### config.mk
export PLATFORM = sky130hd
export DESIGN_NAME = cond_branch_skip_unit
export DESIGN_NICKNAME = d
export VERILOG_FILES = /design/src/cond_branch_skip_unit.v
export VERILOG_INCLUDE_DIRS = /design/src
export SDC_FILE = /design/constraint.sdc
export NUM_CORES = 1
export LEC_CHECK = 0
export ABC_CLOCK_PERIOD_IN_PS = 8100
export BUFFER_PORTS_ARGS = -buffer_cell sky130_fd_sc_hd__buf_2
export CAP_MARGIN = 0
export CELL_PAD_IN_SITES_DETAIL_PLACEMENT = 0
export CELL_PAD_IN_SITES_GLOBAL_PLACEMENT = 2
export CORE_UTILIZATION = 30
export CTS_CLUSTER_SIZE = 12
export DETAILED_ROUTE_END_ITERATION = 7
export GPL_TIMING_DRIVEN = 0
export PLACE_DENSITY = 0.75
export REMOVE_ABC_BUFFERS = 1
export SETUP_SLACK_MARGIN = 0.3
export SLEW_MARGIN = 20
export SYNTH_ARGS = -nofsm -noshare
export SYNTH_HDL_FRONTEND = slang
export SYNTH_SLANG_ARGS = --single-unit
### constraint.sdc
create_clock -name pclk -period 8.1 [get_ports pclk]
set_clock_uncertainty 0.1 [all_clocks]
set_input_delay 0.81 -clock pclk [delete_from_list [all_inputs] [get_ports pclk]]
set_output_delay 0.81 -clock pclk [all_outputs]
set_load 0.03 [all_outputs]
### src/cbsu_consts.vh
// constants for the conditional branch and skip unit
// Functional notes
// - compare subtracts immediate, sets flags, one cycle
// - skip when register bit clear, pc+2/3
// - skip when register bit set, pc+2/3
// - skip when io bit clear, pc+2/3
// - skip when io bit set, pc+2/3
// - branch when selected flag set, pc+k+1
// - branch when selected flag clear, pc+k+1
// - equal on zero set, not-equal on clear
// - carry set and carry clear branches
// - same-or-higher on carry clear, lower on set
// - minus on negative set, plus on clear
// - signed ge when negative xor overflow zero
// - signed lt when negative xor overflow one
// - half-carry set branch taken on half-carry one
// - half-carry clear branch taken on zero
`ifndef CBSU_CONSTS_VH
`define CBSU_CONSTS_VH

// register byte offsets
`define OFS_CTRL   8'h00
`define OFS_OPND   8'h04
`define OFS_STATUS_REGISTER   8'h08
`define OFS_PC     8'h0C
`define OFS_STAT   8'h10

// control field positions
`define CTRL_OP_HI  4
`define CTRL_OP_LO  0
`define CTRL_BIT_HI 7
`define CTRL_BIT_LO 5
`define CTRL_LONG   8

// operand field positions
`define OPND_WR_HI  7
`define OPND_WR_LO  0
`define OPND_IO_HI  15
`define OPND_IO_LO  8
`define OPND_IMM_HI 23
`define OPND_IMM_LO 16
`define OPND_K_HI   30
`define OPND_K_LO   24

// status_register bit positions
`define FLG_C 0
`define FLG_Z 1
`define FLG_N 2
`define FLG_V 3
`define FLG_S 4
`define FLG_H 5
`define FLG_T 6
`define FLG_I 7

// operation codes
`define OP_COMPARE_IMM         5'h00
`define OP_SKIP_REG_BIT_CLEAR  5'h01
`define OP_SKIP_REG_BIT_SET    5'h02
`define OP_SKIP_IO_BIT_CLEAR   5'h03
`define OP_SKIP_IO_BIT_SET     5'h04
`define OP_BR_SEL_FLAG_SET     5'h05
`define OP_BR_SEL_FLAG_CLEAR   5'h06
`define OP_BR_EQUAL            5'h07
`define OP_BR_NOT_EQUAL        5'h08
`define OP_BR_CARRY_SET        5'h09
`define OP_BR_CARRY_CLEAR      5'h0A
`define OP_BR_UNS_HIGHER_SAME  5'h0B
`define OP_BR_UNS_LOWER        5'h0C
`define OP_BR_NEGATIVE         5'h0D
`define OP_BR_POSITIVE         5'h0E
`define OP_BR_SIGNED_GE        5'h0F
`define OP_BR_SIGNED_LT        5'h10
`define OP_BR_HALF_CARRY_SET   5'h11
`define OP_BR_HALF_CARRY_CLEAR 5'h12
`define OP_BR_TRANSFER_SET     5'h13

// cycle counts and pc steps
`define CYC_ONE        2'h1
`define CYC_TWO        2'h2
`define CYC_THREE      2'h3
`define PC_STEP_NEXT   16'h0001
`define PC_STEP_SKIP1  16'h0002
`define PC_STEP_SKIP2  16'h0003

// reset values
`define RST_CTRL  9'h000
`define RST_OPND  31'h00000000
`define RST_STATUS_REGISTER  8'h00
`define RST_PC    16'h0000
`define RST_CYC   2'h0
`define RST_RDATA 32'h00000000

// bit positions used by the compare and the bus slices
`define BYTE_MSB   7
`define NIBBLE_MSB 3
`define STATUS_REGISTER_MSB   7
`define PC_MSB     15
`define DATA_LSB   0

`endif

### src/cond_branch_skip_unit.v
// conditional branch, skip and compare unit with apb register port
//
// The implementer's own choices: the APB interface to the registers and the register addresses.
`default_nettype none
`include "cbsu_consts.vh"

module cond_branch_skip_unit (
	input  wire        pclk,
	input  wire        presetn,
	input  wire        psel,
	input  wire        penable,
	input  wire        pwrite,
	input  wire [7:0]  paddr,
	input  wire [31:0] pwdata,
	output wire [31:0] prdata,
	output wire        pready,
	output wire        pslverr,
	output wire        busy
);

	localparam ST_IDLE = 1'b0;
	localparam ST_EXEC = 1'b1;

	reg        state_r;
	reg        state_nxt;
	reg  [1:0] cnt_r;
	reg  [1:0] cnt_nxt;
	reg  [8:0] ctrl_r;
	reg [30:0] opnd_r;
	reg  [7:0] status_register_r;
	reg  [7:0] status_register_nxt;
	reg [15:0] pc_r;
	reg        taken_r;
	reg  [1:0] last_cyc_r;
	reg [31:0] rdata_r;
	reg [31:0] rdata_nxt;

	wire        acc_en;
	wire        wr_en;
	wire        mapped;
	wire        refused;
	wire  [4:0] op;
	wire  [2:0] bsel;
	wire        long_next;
	wire  [7:0] wr_val;
	wire  [7:0] io_val;
	wire  [7:0] imm;
	wire  [6:0] k_off;
	wire  [7:0] diff;
	wire        wr_ctrl;
	wire        wr_opnd;
	wire        wr_status_register;
	wire        wr_pc;
	wire        rd_setup;
	wire        commit;
	wire        cmp_z;
	wire        cmp_n;
	wire        cmp_v;
	wire        cmp_c;
	wire        cmp_h;
	wire [15:0] pc_seq;
	wire [15:0] pc_skip_short;
	wire [15:0] pc_skip_long;
	wire [15:0] pc_branch;

	reg        is_skip;
	reg        is_branch;
	reg        cond;
	reg  [1:0] cyc;
	reg [15:0] pc_new;
	wire       last_cyc;

	// sign-extend the 7-bit branch displacement
	function [15:0] sext_k;
		input [6:0] k;
		begin
			sext_k = {{9{k[6]}}, k};
		end
	endfunction

	// pick one bit of a byte
	function bit_of;
		input [7:0] v;
		input [2:0] b;
		begin
			bit_of = v[b];
		end
	endfunction

	// borrow out of one bit of a subtraction, shared by carry and half-carry
	function borrow_of;
		input a;
		input b;
		input r;
		begin
			borrow_of = (~a & b) | (b & r) | (r & ~a);
		end
	endfunction

	assign op        = ctrl_r[`CTRL_OP_HI:`CTRL_OP_LO];
	assign bsel      = ctrl_r[`CTRL_BIT_HI:`CTRL_BIT_LO];
	assign long_next = ctrl_r[`CTRL_LONG];
	assign wr_val    = opnd_r[`OPND_WR_HI:`OPND_WR_LO];
	assign io_val    = opnd_r[`OPND_IO_HI:`OPND_IO_LO];
	assign imm       = opnd_r[`OPND_IMM_HI:`OPND_IMM_LO];
	assign k_off     = opnd_r[`OPND_K_HI:`OPND_K_LO];
	assign diff      = wr_val - imm;

	assign busy = (state_r == ST_EXEC);

	// apb: zero wait states, answer in the access cycle
	assign pready = 1'b1;
	assign acc_en = psel & penable;
	assign mapped = (paddr == `OFS_CTRL) | (paddr == `OFS_OPND) |
	                (paddr == `OFS_STATUS_REGISTER) | (paddr == `OFS_PC) |
	                (paddr == `OFS_STAT);
	// operands must not move under a running operation
	assign refused = pwrite & busy & (paddr != `OFS_STAT);
	assign pslverr = acc_en & (~mapped | refused);
	assign wr_en   = acc_en & pwrite & mapped & ~refused;
	assign prdata  = rdata_r;

	assign wr_ctrl  = wr_en & (paddr == `OFS_CTRL);
	assign wr_opnd  = wr_en & (paddr == `OFS_OPND);
	assign wr_status_register  = wr_en & (paddr == `OFS_STATUS_REGISTER);
	assign wr_pc    = wr_en & (paddr == `OFS_PC);
	assign rd_setup = psel & ~penable & ~pwrite;

	// candidate targets; all of them wrap silently at the top of the space
	assign pc_seq        = pc_r + `PC_STEP_NEXT;
	assign pc_skip_short = pc_r + `PC_STEP_SKIP1;
	assign pc_skip_long  = pc_r + `PC_STEP_SKIP2;
	assign pc_branch     = pc_r + sext_k(k_off) + `PC_STEP_NEXT;

	// condition evaluation
	always @* begin
		is_skip   = 1'b0;
		is_branch = 1'b1;
		cond      = 1'b0;
		case (op)
		`OP_COMPARE_IMM: begin
			is_branch = 1'b0;
		end
		`OP_SKIP_REG_BIT_CLEAR: begin
			is_skip = 1'b1;
			cond    = ~bit_of(wr_val, bsel);
		end
		`OP_SKIP_REG_BIT_SET: begin
			is_skip = 1'b1;
			cond    = bit_of(wr_val, bsel);
		end
		`OP_SKIP_IO_BIT_CLEAR: begin
			is_skip = 1'b1;
			cond    = ~bit_of(io_val, bsel);
		end
		`OP_SKIP_IO_BIT_SET: begin
			is_skip = 1'b1;
			cond    = bit_of(io_val, bsel);
		end
		`OP_BR_SEL_FLAG_SET: begin
			cond = bit_of(status_register_r, bsel);
		end
		`OP_BR_SEL_FLAG_CLEAR: begin
			cond = ~bit_of(status_register_r, bsel);
		end
		`OP_BR_EQUAL: begin
			cond = status_register_r[`FLG_Z];
		end
		`OP_BR_NOT_EQUAL: begin
			cond = ~status_register_r[`FLG_Z];
		end
		`OP_BR_CARRY_SET: begin
			cond = status_register_r[`FLG_C];
		end
		`OP_BR_CARRY_CLEAR: begin
			cond = ~status_register_r[`FLG_C];
		end
		`OP_BR_UNS_HIGHER_SAME: begin
			cond = ~status_register_r[`FLG_C];
		end
		`OP_BR_UNS_LOWER: begin
			cond = status_register_r[`FLG_C];
		end
		`OP_BR_NEGATIVE: begin
			cond = status_register_r[`FLG_N];
		end
		`OP_BR_POSITIVE: begin
			cond = ~status_register_r[`FLG_N];
		end
		`OP_BR_SIGNED_GE: begin
			// stored sign flag is not trusted, recompute it
			cond = ~(status_register_r[`FLG_N] ^ status_register_r[`FLG_V]);
		end
		`OP_BR_SIGNED_LT: begin
			cond = status_register_r[`FLG_N] ^ status_register_r[`FLG_V];
		end
		`OP_BR_HALF_CARRY_SET: begin
			cond = status_register_r[`FLG_H];
		end
		`OP_BR_HALF_CARRY_CLEAR: begin
			cond = ~status_register_r[`FLG_H];
		end
		`OP_BR_TRANSFER_SET: begin
			cond = status_register_r[`FLG_T];
		end
		default: begin
			// unknown op acts as a one-cycle no-op
			is_branch = 1'b0;
		end
		endcase
	end

	// cycle count and next program counter
	always @* begin
		cyc    = `CYC_ONE;
		pc_new = pc_seq;
		if (is_skip && cond) begin
			if (long_next) begin
				cyc    = `CYC_THREE;
				pc_new = pc_skip_long;
			end else begin
				cyc    = `CYC_TWO;
				pc_new = pc_skip_short;
			end
		end else if (is_branch && !is_skip && cond) begin
			cyc    = `CYC_TWO;
			pc_new = pc_branch;
		end
	end

	// compare flags, worked out for every op but committed by the compare only
	assign cmp_z = (diff == 8'h00);
	assign cmp_n = diff[`BYTE_MSB];
	assign cmp_v = (wr_val[`BYTE_MSB] & ~imm[`BYTE_MSB] & ~diff[`BYTE_MSB]) |
	               (~wr_val[`BYTE_MSB] & imm[`BYTE_MSB] & diff[`BYTE_MSB]);
	assign cmp_c = borrow_of(wr_val[`BYTE_MSB], imm[`BYTE_MSB], diff[`BYTE_MSB]);
	assign cmp_h = borrow_of(wr_val[`NIBBLE_MSB], imm[`NIBBLE_MSB], diff[`NIBBLE_MSB]);

	// every other op leaves the flags alone
	always @* begin
		status_register_nxt = status_register_r;
		if (op == `OP_COMPARE_IMM) begin
			status_register_nxt[`FLG_Z] = cmp_z;
			status_register_nxt[`FLG_N] = cmp_n;
			status_register_nxt[`FLG_V] = cmp_v;
			status_register_nxt[`FLG_C] = cmp_c;
			status_register_nxt[`FLG_H] = cmp_h;
		end
	end

	assign last_cyc = (cnt_r == cyc - `CYC_ONE);
	assign commit   = busy & last_cyc;

	// sequencer
	always @* begin
		state_nxt = state_r;
		cnt_nxt   = cnt_r;
		case (state_r)
		ST_IDLE: begin
			if (wr_ctrl) begin
				state_nxt = ST_EXEC;
				cnt_nxt   = `RST_CYC;
			end
		end
		ST_EXEC: begin
			if (last_cyc) begin
				state_nxt = ST_IDLE;
			end else begin
				cnt_nxt = cnt_r + `CYC_ONE;
			end
		end
		default: begin
			state_nxt = ST_IDLE;
		end
		endcase
	end

	always @(posedge pclk or negedge presetn) begin
		if (!presetn) begin
			state_r <= ST_IDLE;
			cnt_r   <= `RST_CYC;
		end else begin
			state_r <= state_nxt;
			cnt_r   <= cnt_nxt;
		end
	end

	// operands only load while idle, so they stay put for the whole operation
	always @(posedge pclk or negedge presetn) begin
		if (!presetn) begin
			ctrl_r <= `RST_CTRL;
			opnd_r <= `RST_OPND;
		end else begin
			if (wr_ctrl) begin
				ctrl_r <= pwdata[`CTRL_LONG:`CTRL_OP_LO];
			end
			if (wr_opnd) begin
				opnd_r <= pwdata[`OPND_K_HI:`OPND_WR_LO];
			end
		end
	end

	// results commit in the final cycle and beat a software write
	always @(posedge pclk or negedge presetn) begin
		if (!presetn) begin
			status_register_r <= `RST_STATUS_REGISTER;
			pc_r              <= `RST_PC;
			taken_r           <= 1'b0;
			last_cyc_r        <= `RST_CYC;
		end else if (commit) begin
			pc_r              <= pc_new;
			status_register_r <= status_register_nxt;
			taken_r           <= cond & (is_skip | is_branch);
			last_cyc_r        <= cyc;
		end else begin
			if (wr_status_register) begin
				status_register_r <= pwdata[`STATUS_REGISTER_MSB:`DATA_LSB];
			end
			if (wr_pc) begin
				pc_r <= pwdata[`PC_MSB:`DATA_LSB];
			end
		end
	end

	// read multiplexer; unmapped offsets read zero
	always @* begin
		rdata_nxt = `RST_RDATA;
		case (paddr)
		`OFS_CTRL: rdata_nxt = {23'h000000, ctrl_r};
		`OFS_OPND: rdata_nxt = {1'b0, opnd_r};
		`OFS_STATUS_REGISTER: rdata_nxt = {24'h000000, status_register_r};
		`OFS_PC:   rdata_nxt = {16'h0000, pc_r};
		`OFS_STAT: rdata_nxt = {28'h0000000, last_cyc_r, taken_r, busy};
		default:   rdata_nxt = `RST_RDATA;
		endcase
	end

	// read data registered in the setup cycle so it stands for the access
	always @(posedge pclk or negedge presetn) begin
		if (!presetn) begin
			rdata_r <= `RST_RDATA;
		end else if (rd_setup) begin
			rdata_r <= rdata_nxt;
		end
	end

endmodule // cond_branch_skip_unit

`default_nettype wire

# Word-level counts from Yosys, hierarchy flattened
# Cells that the tools add are included.
# Widths: inputs -> output; s select.
[totals] register_bits=102 input_bits=45 output_inout_bits=35 wordCells=145
[op_classes] addsub=8 magnitude_cmp=1 n_eq_ne=28 mux=28 bitwise=54 n_reduce_logical=16
[op_table] operator="$pmux 31 s5" count=1
[op_table] operator="$mux 16" count=5
[op_table] operator="$eq 5x4->1 const B" count=8
[op_table] operator="$add 16x1->16 const B" count=2
[op_table] operator="$add 16x2->16 const B" count=2
[op_table] operator="$and 1x1->1" count=24
[op_table] operator="$eq 5x3->1 const B" count=4
[op_table] operator="$eq 5x5->1 const B" count=4
[op_table] operator="$reduce_or 19->1" count=1
[op_table] operator="$not 1->1" count=18
[op_table] operator="$pmux 1 s17" count=1
[op_table] operator="$add 16x16->16" count=1
[op_table] operator="$eq 8x4->1 const B" count=2
[op_table] operator="$logic_not 8->1" count=2
[op_table] operator="$mux 6" count=2
[op_table] operator="$or 1x1->1" count=11
[op_table] operator="$eq 5x2->1 const B" count=2
[op_table] operator="$bmux 1 s3" count=3
[op_table] operator="$mux 1" count=9
[op_table] operator="$eq 8x3->1 const B" count=1
[op_table] operator="$eq 8x5->1 const B" count=1
[op_table] operator="$mux 2" count=4
[op_table] operator="$ne 8x5->1 const B" count=1
[op_table] operator="$sub 8x8->8" count=1
[op_table] operator="other kinds (18)" count=25

# Depth between registers and ports, before layout
[depth] ltp_word=13 depth_mapped=16 depth_no_buf=16

# Worst setup path before layout
# No wires, ideal clock.
[synth_timing] path_type="register to register" from="register opnd_r[17]" to="register status_register_r[1]" setup_ns=0.082 arrival_ns=2.934 t_required_ns=7.918 slack_ns=4.985 stages_incl_launch_ff=17 path_buffers=0 period_less_slack_ns=3.115 cell_sequence="dfrtp_1 -> inv_1 -> ha_1 -> nor2b_1 -> o21ai_0 -> a21oi_1 -> o21ai_0 -> nand2_1 -> a21o_1 -> fa_1 -> nor4bb_1 -> o211ai_1 -> a31oi_1 -> o211ai_1 -> a21oi_1 -> o211ai_1 -> a31oi_1"
[synth_between] elab_chain_cells=4
[synth_lines] item="start, declared" line="cond_branch_skip_unit.v:29" rtl="reg [30:0] opnd_r;"
[synth_lines] item="start signal, assigned" line="cond_branch_skip_unit.v:292" rtl="opnd_r <= `RST_OPND;"
[synth_lines] item="start signal, assigned" line="cond_branch_skip_unit.v:298" rtl="opnd_r <= pwdata[`OPND_K_HI:`OPND_WR_LO];"
[synth_lines] item="$sub 8x8->8" line="cond_branch_skip_unit.v:107" rtl="assign diff = wr_val - imm;"
[synth_lines] item="$logic_not 8->1" line="cond_branch_skip_unit.v:232" rtl="assign cmp_z = (diff == 8'h00);"
[synth_lines] item="$mux 4" line="cond_branch_skip_unit.v:242" rtl="if (op == `OP_COMPARE_IMM) begin"
[synth_lines] item="$mux 6" line="cond_branch_skip_unit.v:310" rtl="end else if (commit) begin"
[synth_lines] item="end signal, assigned" line="cond_branch_skip_unit.v:306" rtl="status_register_r <= `RST_STATUS_REGISTER;"
[synth_lines] item="end signal, assigned" line="cond_branch_skip_unit.v:312" rtl="status_register_r <= status_register_nxt;"
[synth_lines] item="end signal, assigned" line="cond_branch_skip_unit.v:317" rtl="status_register_r <= pwdata[`STATUS_REGISTER_MSB:`DATA_LSB];"
[synth_lines] item="end, declared" line="cond_branch_skip_unit.v:30" rtl="reg [7:0] status_register_r;"
# Every way passes these cells. The select of a mux whose other input is x is not followed.
# A chain may end at the register's enable or synchronous reset.

# Final worst setup path
[layout_timing] from="register ctrl_r[7]" to="register pc_r[10]"
[layout_between] elab_chain_cells=11 word_cells_on_any_way=21 cone_classes="add/sub (1); eq/ne (1); mux (12); bitwise (4); reduce/logical (3)"
[layout_lines] item="start, declared" line="cond_branch_skip_unit.v:28" rtl="reg [8:0] ctrl_r;"
[layout_lines] item="start signal, assigned" line="cond_branch_skip_unit.v:291" rtl="ctrl_r <= `RST_CTRL;"
[layout_lines] item="start signal, assigned" line="cond_branch_skip_unit.v:295" rtl="ctrl_r <= pwdata[`CTRL_LONG:`CTRL_OP_LO];"
[layout_lines] item="$bmux 1 s3" line="cond_branch_skip_unit.v:86" rtl="bit_of = v[b];"
[layout_lines] item="$mux 1 (not written as such)" line="cond_branch_skip_unit.v:86"
[layout_lines] item="$not 1->1 (on tied branches)" line="cond_branch_skip_unit.v:164, cond_branch_skip_unit.v:146, cond_branch_skip_unit.v:154"
[layout_lines] item="$pmux 1 s17 (*)" line="cond_branch_skip_unit.v:140" rtl="case (op)"
[layout_lines] item="$logic_and 1x1->1" line="cond_branch_skip_unit.v:225" rtl="end else if (is_branch && !is_skip && cond) begin"
[layout_lines] item="$mux 2" line="cond_branch_skip_unit.v:225"
[layout_lines] item="$mux 2" line="cond_branch_skip_unit.v:217" rtl="if (is_skip && cond) begin"
[layout_lines] item="$sub 2x1->2 (no source line)"
[layout_lines] item="$eq 2x2->1 (no source line)"
[layout_lines] item="$and 1x1->1" line="cond_branch_skip_unit.v:252" rtl="assign commit = busy & last_cyc;"
[layout_lines] item="$mux 16 / $reduce_bool 2->1 (equally long branches)"
[layout_lines] item="end signal, assigned" line="cond_branch_skip_unit.v:307" rtl="pc_r <= `RST_PC;"
[layout_lines] item="end signal, assigned" line="cond_branch_skip_unit.v:311" rtl="pc_r <= pc_new;"
[layout_lines] item="end signal, assigned" line="cond_branch_skip_unit.v:320" rtl="pc_r <= pwdata[`PC_MSB:`DATA_LSB];"
[layout_lines] item="end, declared" line="cond_branch_skip_unit.v:32" rtl="reg [15:0] pc_r;"
# Every way passes the cells marked *; elsewhere a longest branch is shown, timed or not. The select of a mux whose other input is x is not followed.

==> results.py <==
metrics = {
    "status": {
        "status": "completed",
    },
    "synth": {
        "synth.most_common_cell": "dfrtp_1",
        "synth_edf_count": 0,
        "synth_warnings": 0,
        "synth-main-ff-cell": "dfrtp_1",
        "synth_common_cells": "101 x dfrtp_1, 81 x nand2_1, 72 x nor2_1",
        "netlist_area_um2": 7047,
        "synth.distinct_cells": 80,
        "synth_largest_area_cell": "dfrtp_1",
        "yosysSeqAreaShare_pct": 35.87,
        "synth_area_per_cell_um2": 9.446,
        "ys_ff_latch": 101,
        "synth_top_area_share_pct": 35.87,
        "synth.area.top_cells": "dfrtp_1 36%, mux2_2 8.0%, mux2i_1 5.4%",
        "async_flop_share_pct": 100.0,
        "synthCells": 746,
    },
    "clock_network": {
        "clock_path_buffers": 2,
        "ctsHoldBuffers": 0,
        "path_clk_slew_ns": 0.08,
        "cts_tree": "built",
        "clk_latency_ns": 0.36,
        "root_buffer": "clkbuf_16",
        "cts_buffers": 9,
        "cts.sinks": 101,
        "cts-resized-gates": 0,
        "ctsHtreeMaxLevel": 3,
        "cts_setup_buffers": 0,
    },
    "placed_design": {
        "hpwl_um": 15880,
        "placed_area_um2": 7677,
        "gp_congestion": 0.8223,
        "io_buffers": 76,
    },
    "sta": {
        "slew_headroom_pct": 40.25,
        "setup_viol": 0,
        "fin_tns_setup_ns": 0,
        "hold_violations": 0,
        "post-route-min-period_ns": 4.113,
        "slew_viol_final": 0,
        "fmax_ghz": 0.2432,
        "rsz0062_at_grt": "false",
        "tightest_slew_ns": 0.8963,
        "finalCritPeriodShare_pct": 50.77,
    },
    "setup_path": {
        "cp-endpoint": "pc_r[10]",
        "r2r_slack_ns": 3.99,
        "crit_start": "ctrl_r[7]",
        "cp_max_fo": 25,
        "reg2reg_depth": 8,
        "critPathKind": "flop to flop",
        "cp-end-kind": "flop",
        "critPathArrivalTime_ns": 4.27,
        "cp_data_required_time_ns": 8.25,
        "r2r_end": "pc_r[10]",
        "start_kind": "flop",
        "r2r_start": "ctrl_r[7]",
    },
    "global_route": {
        "grt_pass1_wl_um": 33300,
        "grt.total_usage_pct": 18.09,
        "gr-total-overflow": 0,
        "grt_max_degree": 55,
        "grt_antenna_before_repair": 0,
        "first_global_vias": 5732,
    },
    "cells_and_area": {
        "final_nets": 869,
        "syn_to_final_growth_pct": 12.89,
        "fin_area_um2": 7955,
        "antenna_cells": 0,
        "layout-drive-gt1-share_pct": 21.98,
    },
    "power": {
        "ir_drop_uv": 87.26,
        "power_leakage_nw": 3.634,
        "total_power_w": 0.001111,
        "cellPowerDensity_nw_per_um2": 139.7,
    },
    "die": {
        "initial_utilization_pct": 30.84,
        "die_w_um": 155.3,
        "die_y_um": 155.3,
        "design.core.area_um2": 22850,
        "io_pins": 80,
        "num_rows": 55,
        "die_area_um2": 24110,
    },
    "drt": {
        "first_pass_iters": 5,
        "routed-via-count": 5910,
        "viasPerCell": 5.329,
        "drt_iter0_drc": 411,
        "drtAntennaViolNets": 0,
        "routedWlPerCell_um": 19.21,
        "finalWirelength_um": 21310,
        "drc": 0,
    },
    "run": {
        "cap_violations": 0,
    },
    "worst_hold_path": {
        "min_path_type": "primary input to asynchronous set/reset pin",
    },
}
==> worst min path at each step <==
stage          cells after the start  slack, ns            end          start
6_report                           1       0.32     opnd_r[23]        presetn
4_1_cts                            1       0.34     prdata[19]        presetn
5_1_grt                            1       0.36     prdata[19]        presetn
3_5_place_dp                       2       0.35     prdata[21]     prdata[21]
3_3_place_gp                       2       0.34     prdata[22]     prdata[22]
2_1_floorplan                      1       0.36  last_cyc_r[0]  last_cyc_r[0]
==> registers in the layout (all words and copies together) (netlist names) <==
signal	count
busy	1
cnt_r	2
ctrl_r	9
last_cyc_r	2
opnd_r	31
pc_r	16
prdata	31
status_register_r	8
taken_r	1
==> placed cells by master, fill, tap and decap left out, drive strengths merged, types with 4 or more instances in the layout <==
cell,count
xor2,8
o21a,4
clkbuf,10
a211oi,7
a31oi,4
nor3,18
a221oi,16
and3,7
nand3,29
a21oi,35
nor2,73
nand4,4
fa,4
nor2b,8
inv,32
a21o,8
a221o,6
buf,80
mux2i,40
clkinvlp,4
nor4,8
nand2,82
o21ai,20
nand2b,7
mux2,54
dfrtp,101
mux4,6
a22o,4
ha,29
xnor2,8
o31ai,6
o211ai,12
o221ai,4
and2,4
==> cell families after synthesis <==
kind of cell	after synthesis	synth area share, %
adders and majority gates	33	6.286
xor gates and xnor gates	16	1.989
AOI/OAI and AO/OA	157	16.51
buffers and inverters	77	4.847
other	2	0.1066
and+or+nand+nor	260	17.70
muxes	100	16.69
DFF	101	35.87
==> power breakdown <==
| group | total (W) | internal, W | switching [W] |
|---|---|---|---|
| combinational | 0.000150 | 0.0000550 | 0.0000955 |
| sequential | 0.000537 | 0.000520 | 0.0000172 |
| clock | 0.000424 | 0.000211 | 0.000213 |
==> per-stage QoR <==
stage,hold WS (ns),utilization [%],cells,setup slack (ns)
2_1_floorplan,0.3578,-,700,4.900
3_5_place_dp,0.3510,33.60,1093,3.967
4_1_cts,0.3402,34.81,1109,3.952
5_1_grt,0.3595,34.82,1109,3.750
6_report,0.3159,34.82,1109,3.987
3_3_place_gp,0.3440,33.24,1089,3.939
==> worst max-delay path, cell delays in order, from the launching register on <==
cell and delay [ns]:
dfrtp_1 0.64, mux4_2 0.55, mux2i_1 0.34, mux2i_1 0.54, nand2_4 0.33, mux2i_4 0.32, a21boi_4 0.21, o21ai_4 0.58
mux2_1 0.38
==> final cells by class <==
| type | instances | area, µm² |
|---|---|---|
| Inverter | 31 | 116.4 |
| Clock buffer | 10 | 229.0 |
| Multi-Input combinational cell | 568 | 4187 |
| Sequential cell | 101 | 2527 |
| Timing Repair Buffer | 80 | 456.7 |
| Tap cell | 313 | 391.6 |
| Clock inverter | 6 | 47.55 |
| Fill cell | 2375 | 14890 |
==> routing by layer <==
layer / GRT usage [%] / share of wire, % / vias up
li1: - / - / 2821
met1: 25.87 / 49 / 2948
met2: 28.61 / 46 / 120
met3: 1.532 / 2.9 / 21
met4: 6.256 / 1.8 / 0
met5: 0 / 0 / -
No activity file was read; power rests on OpenSTA's default activity.
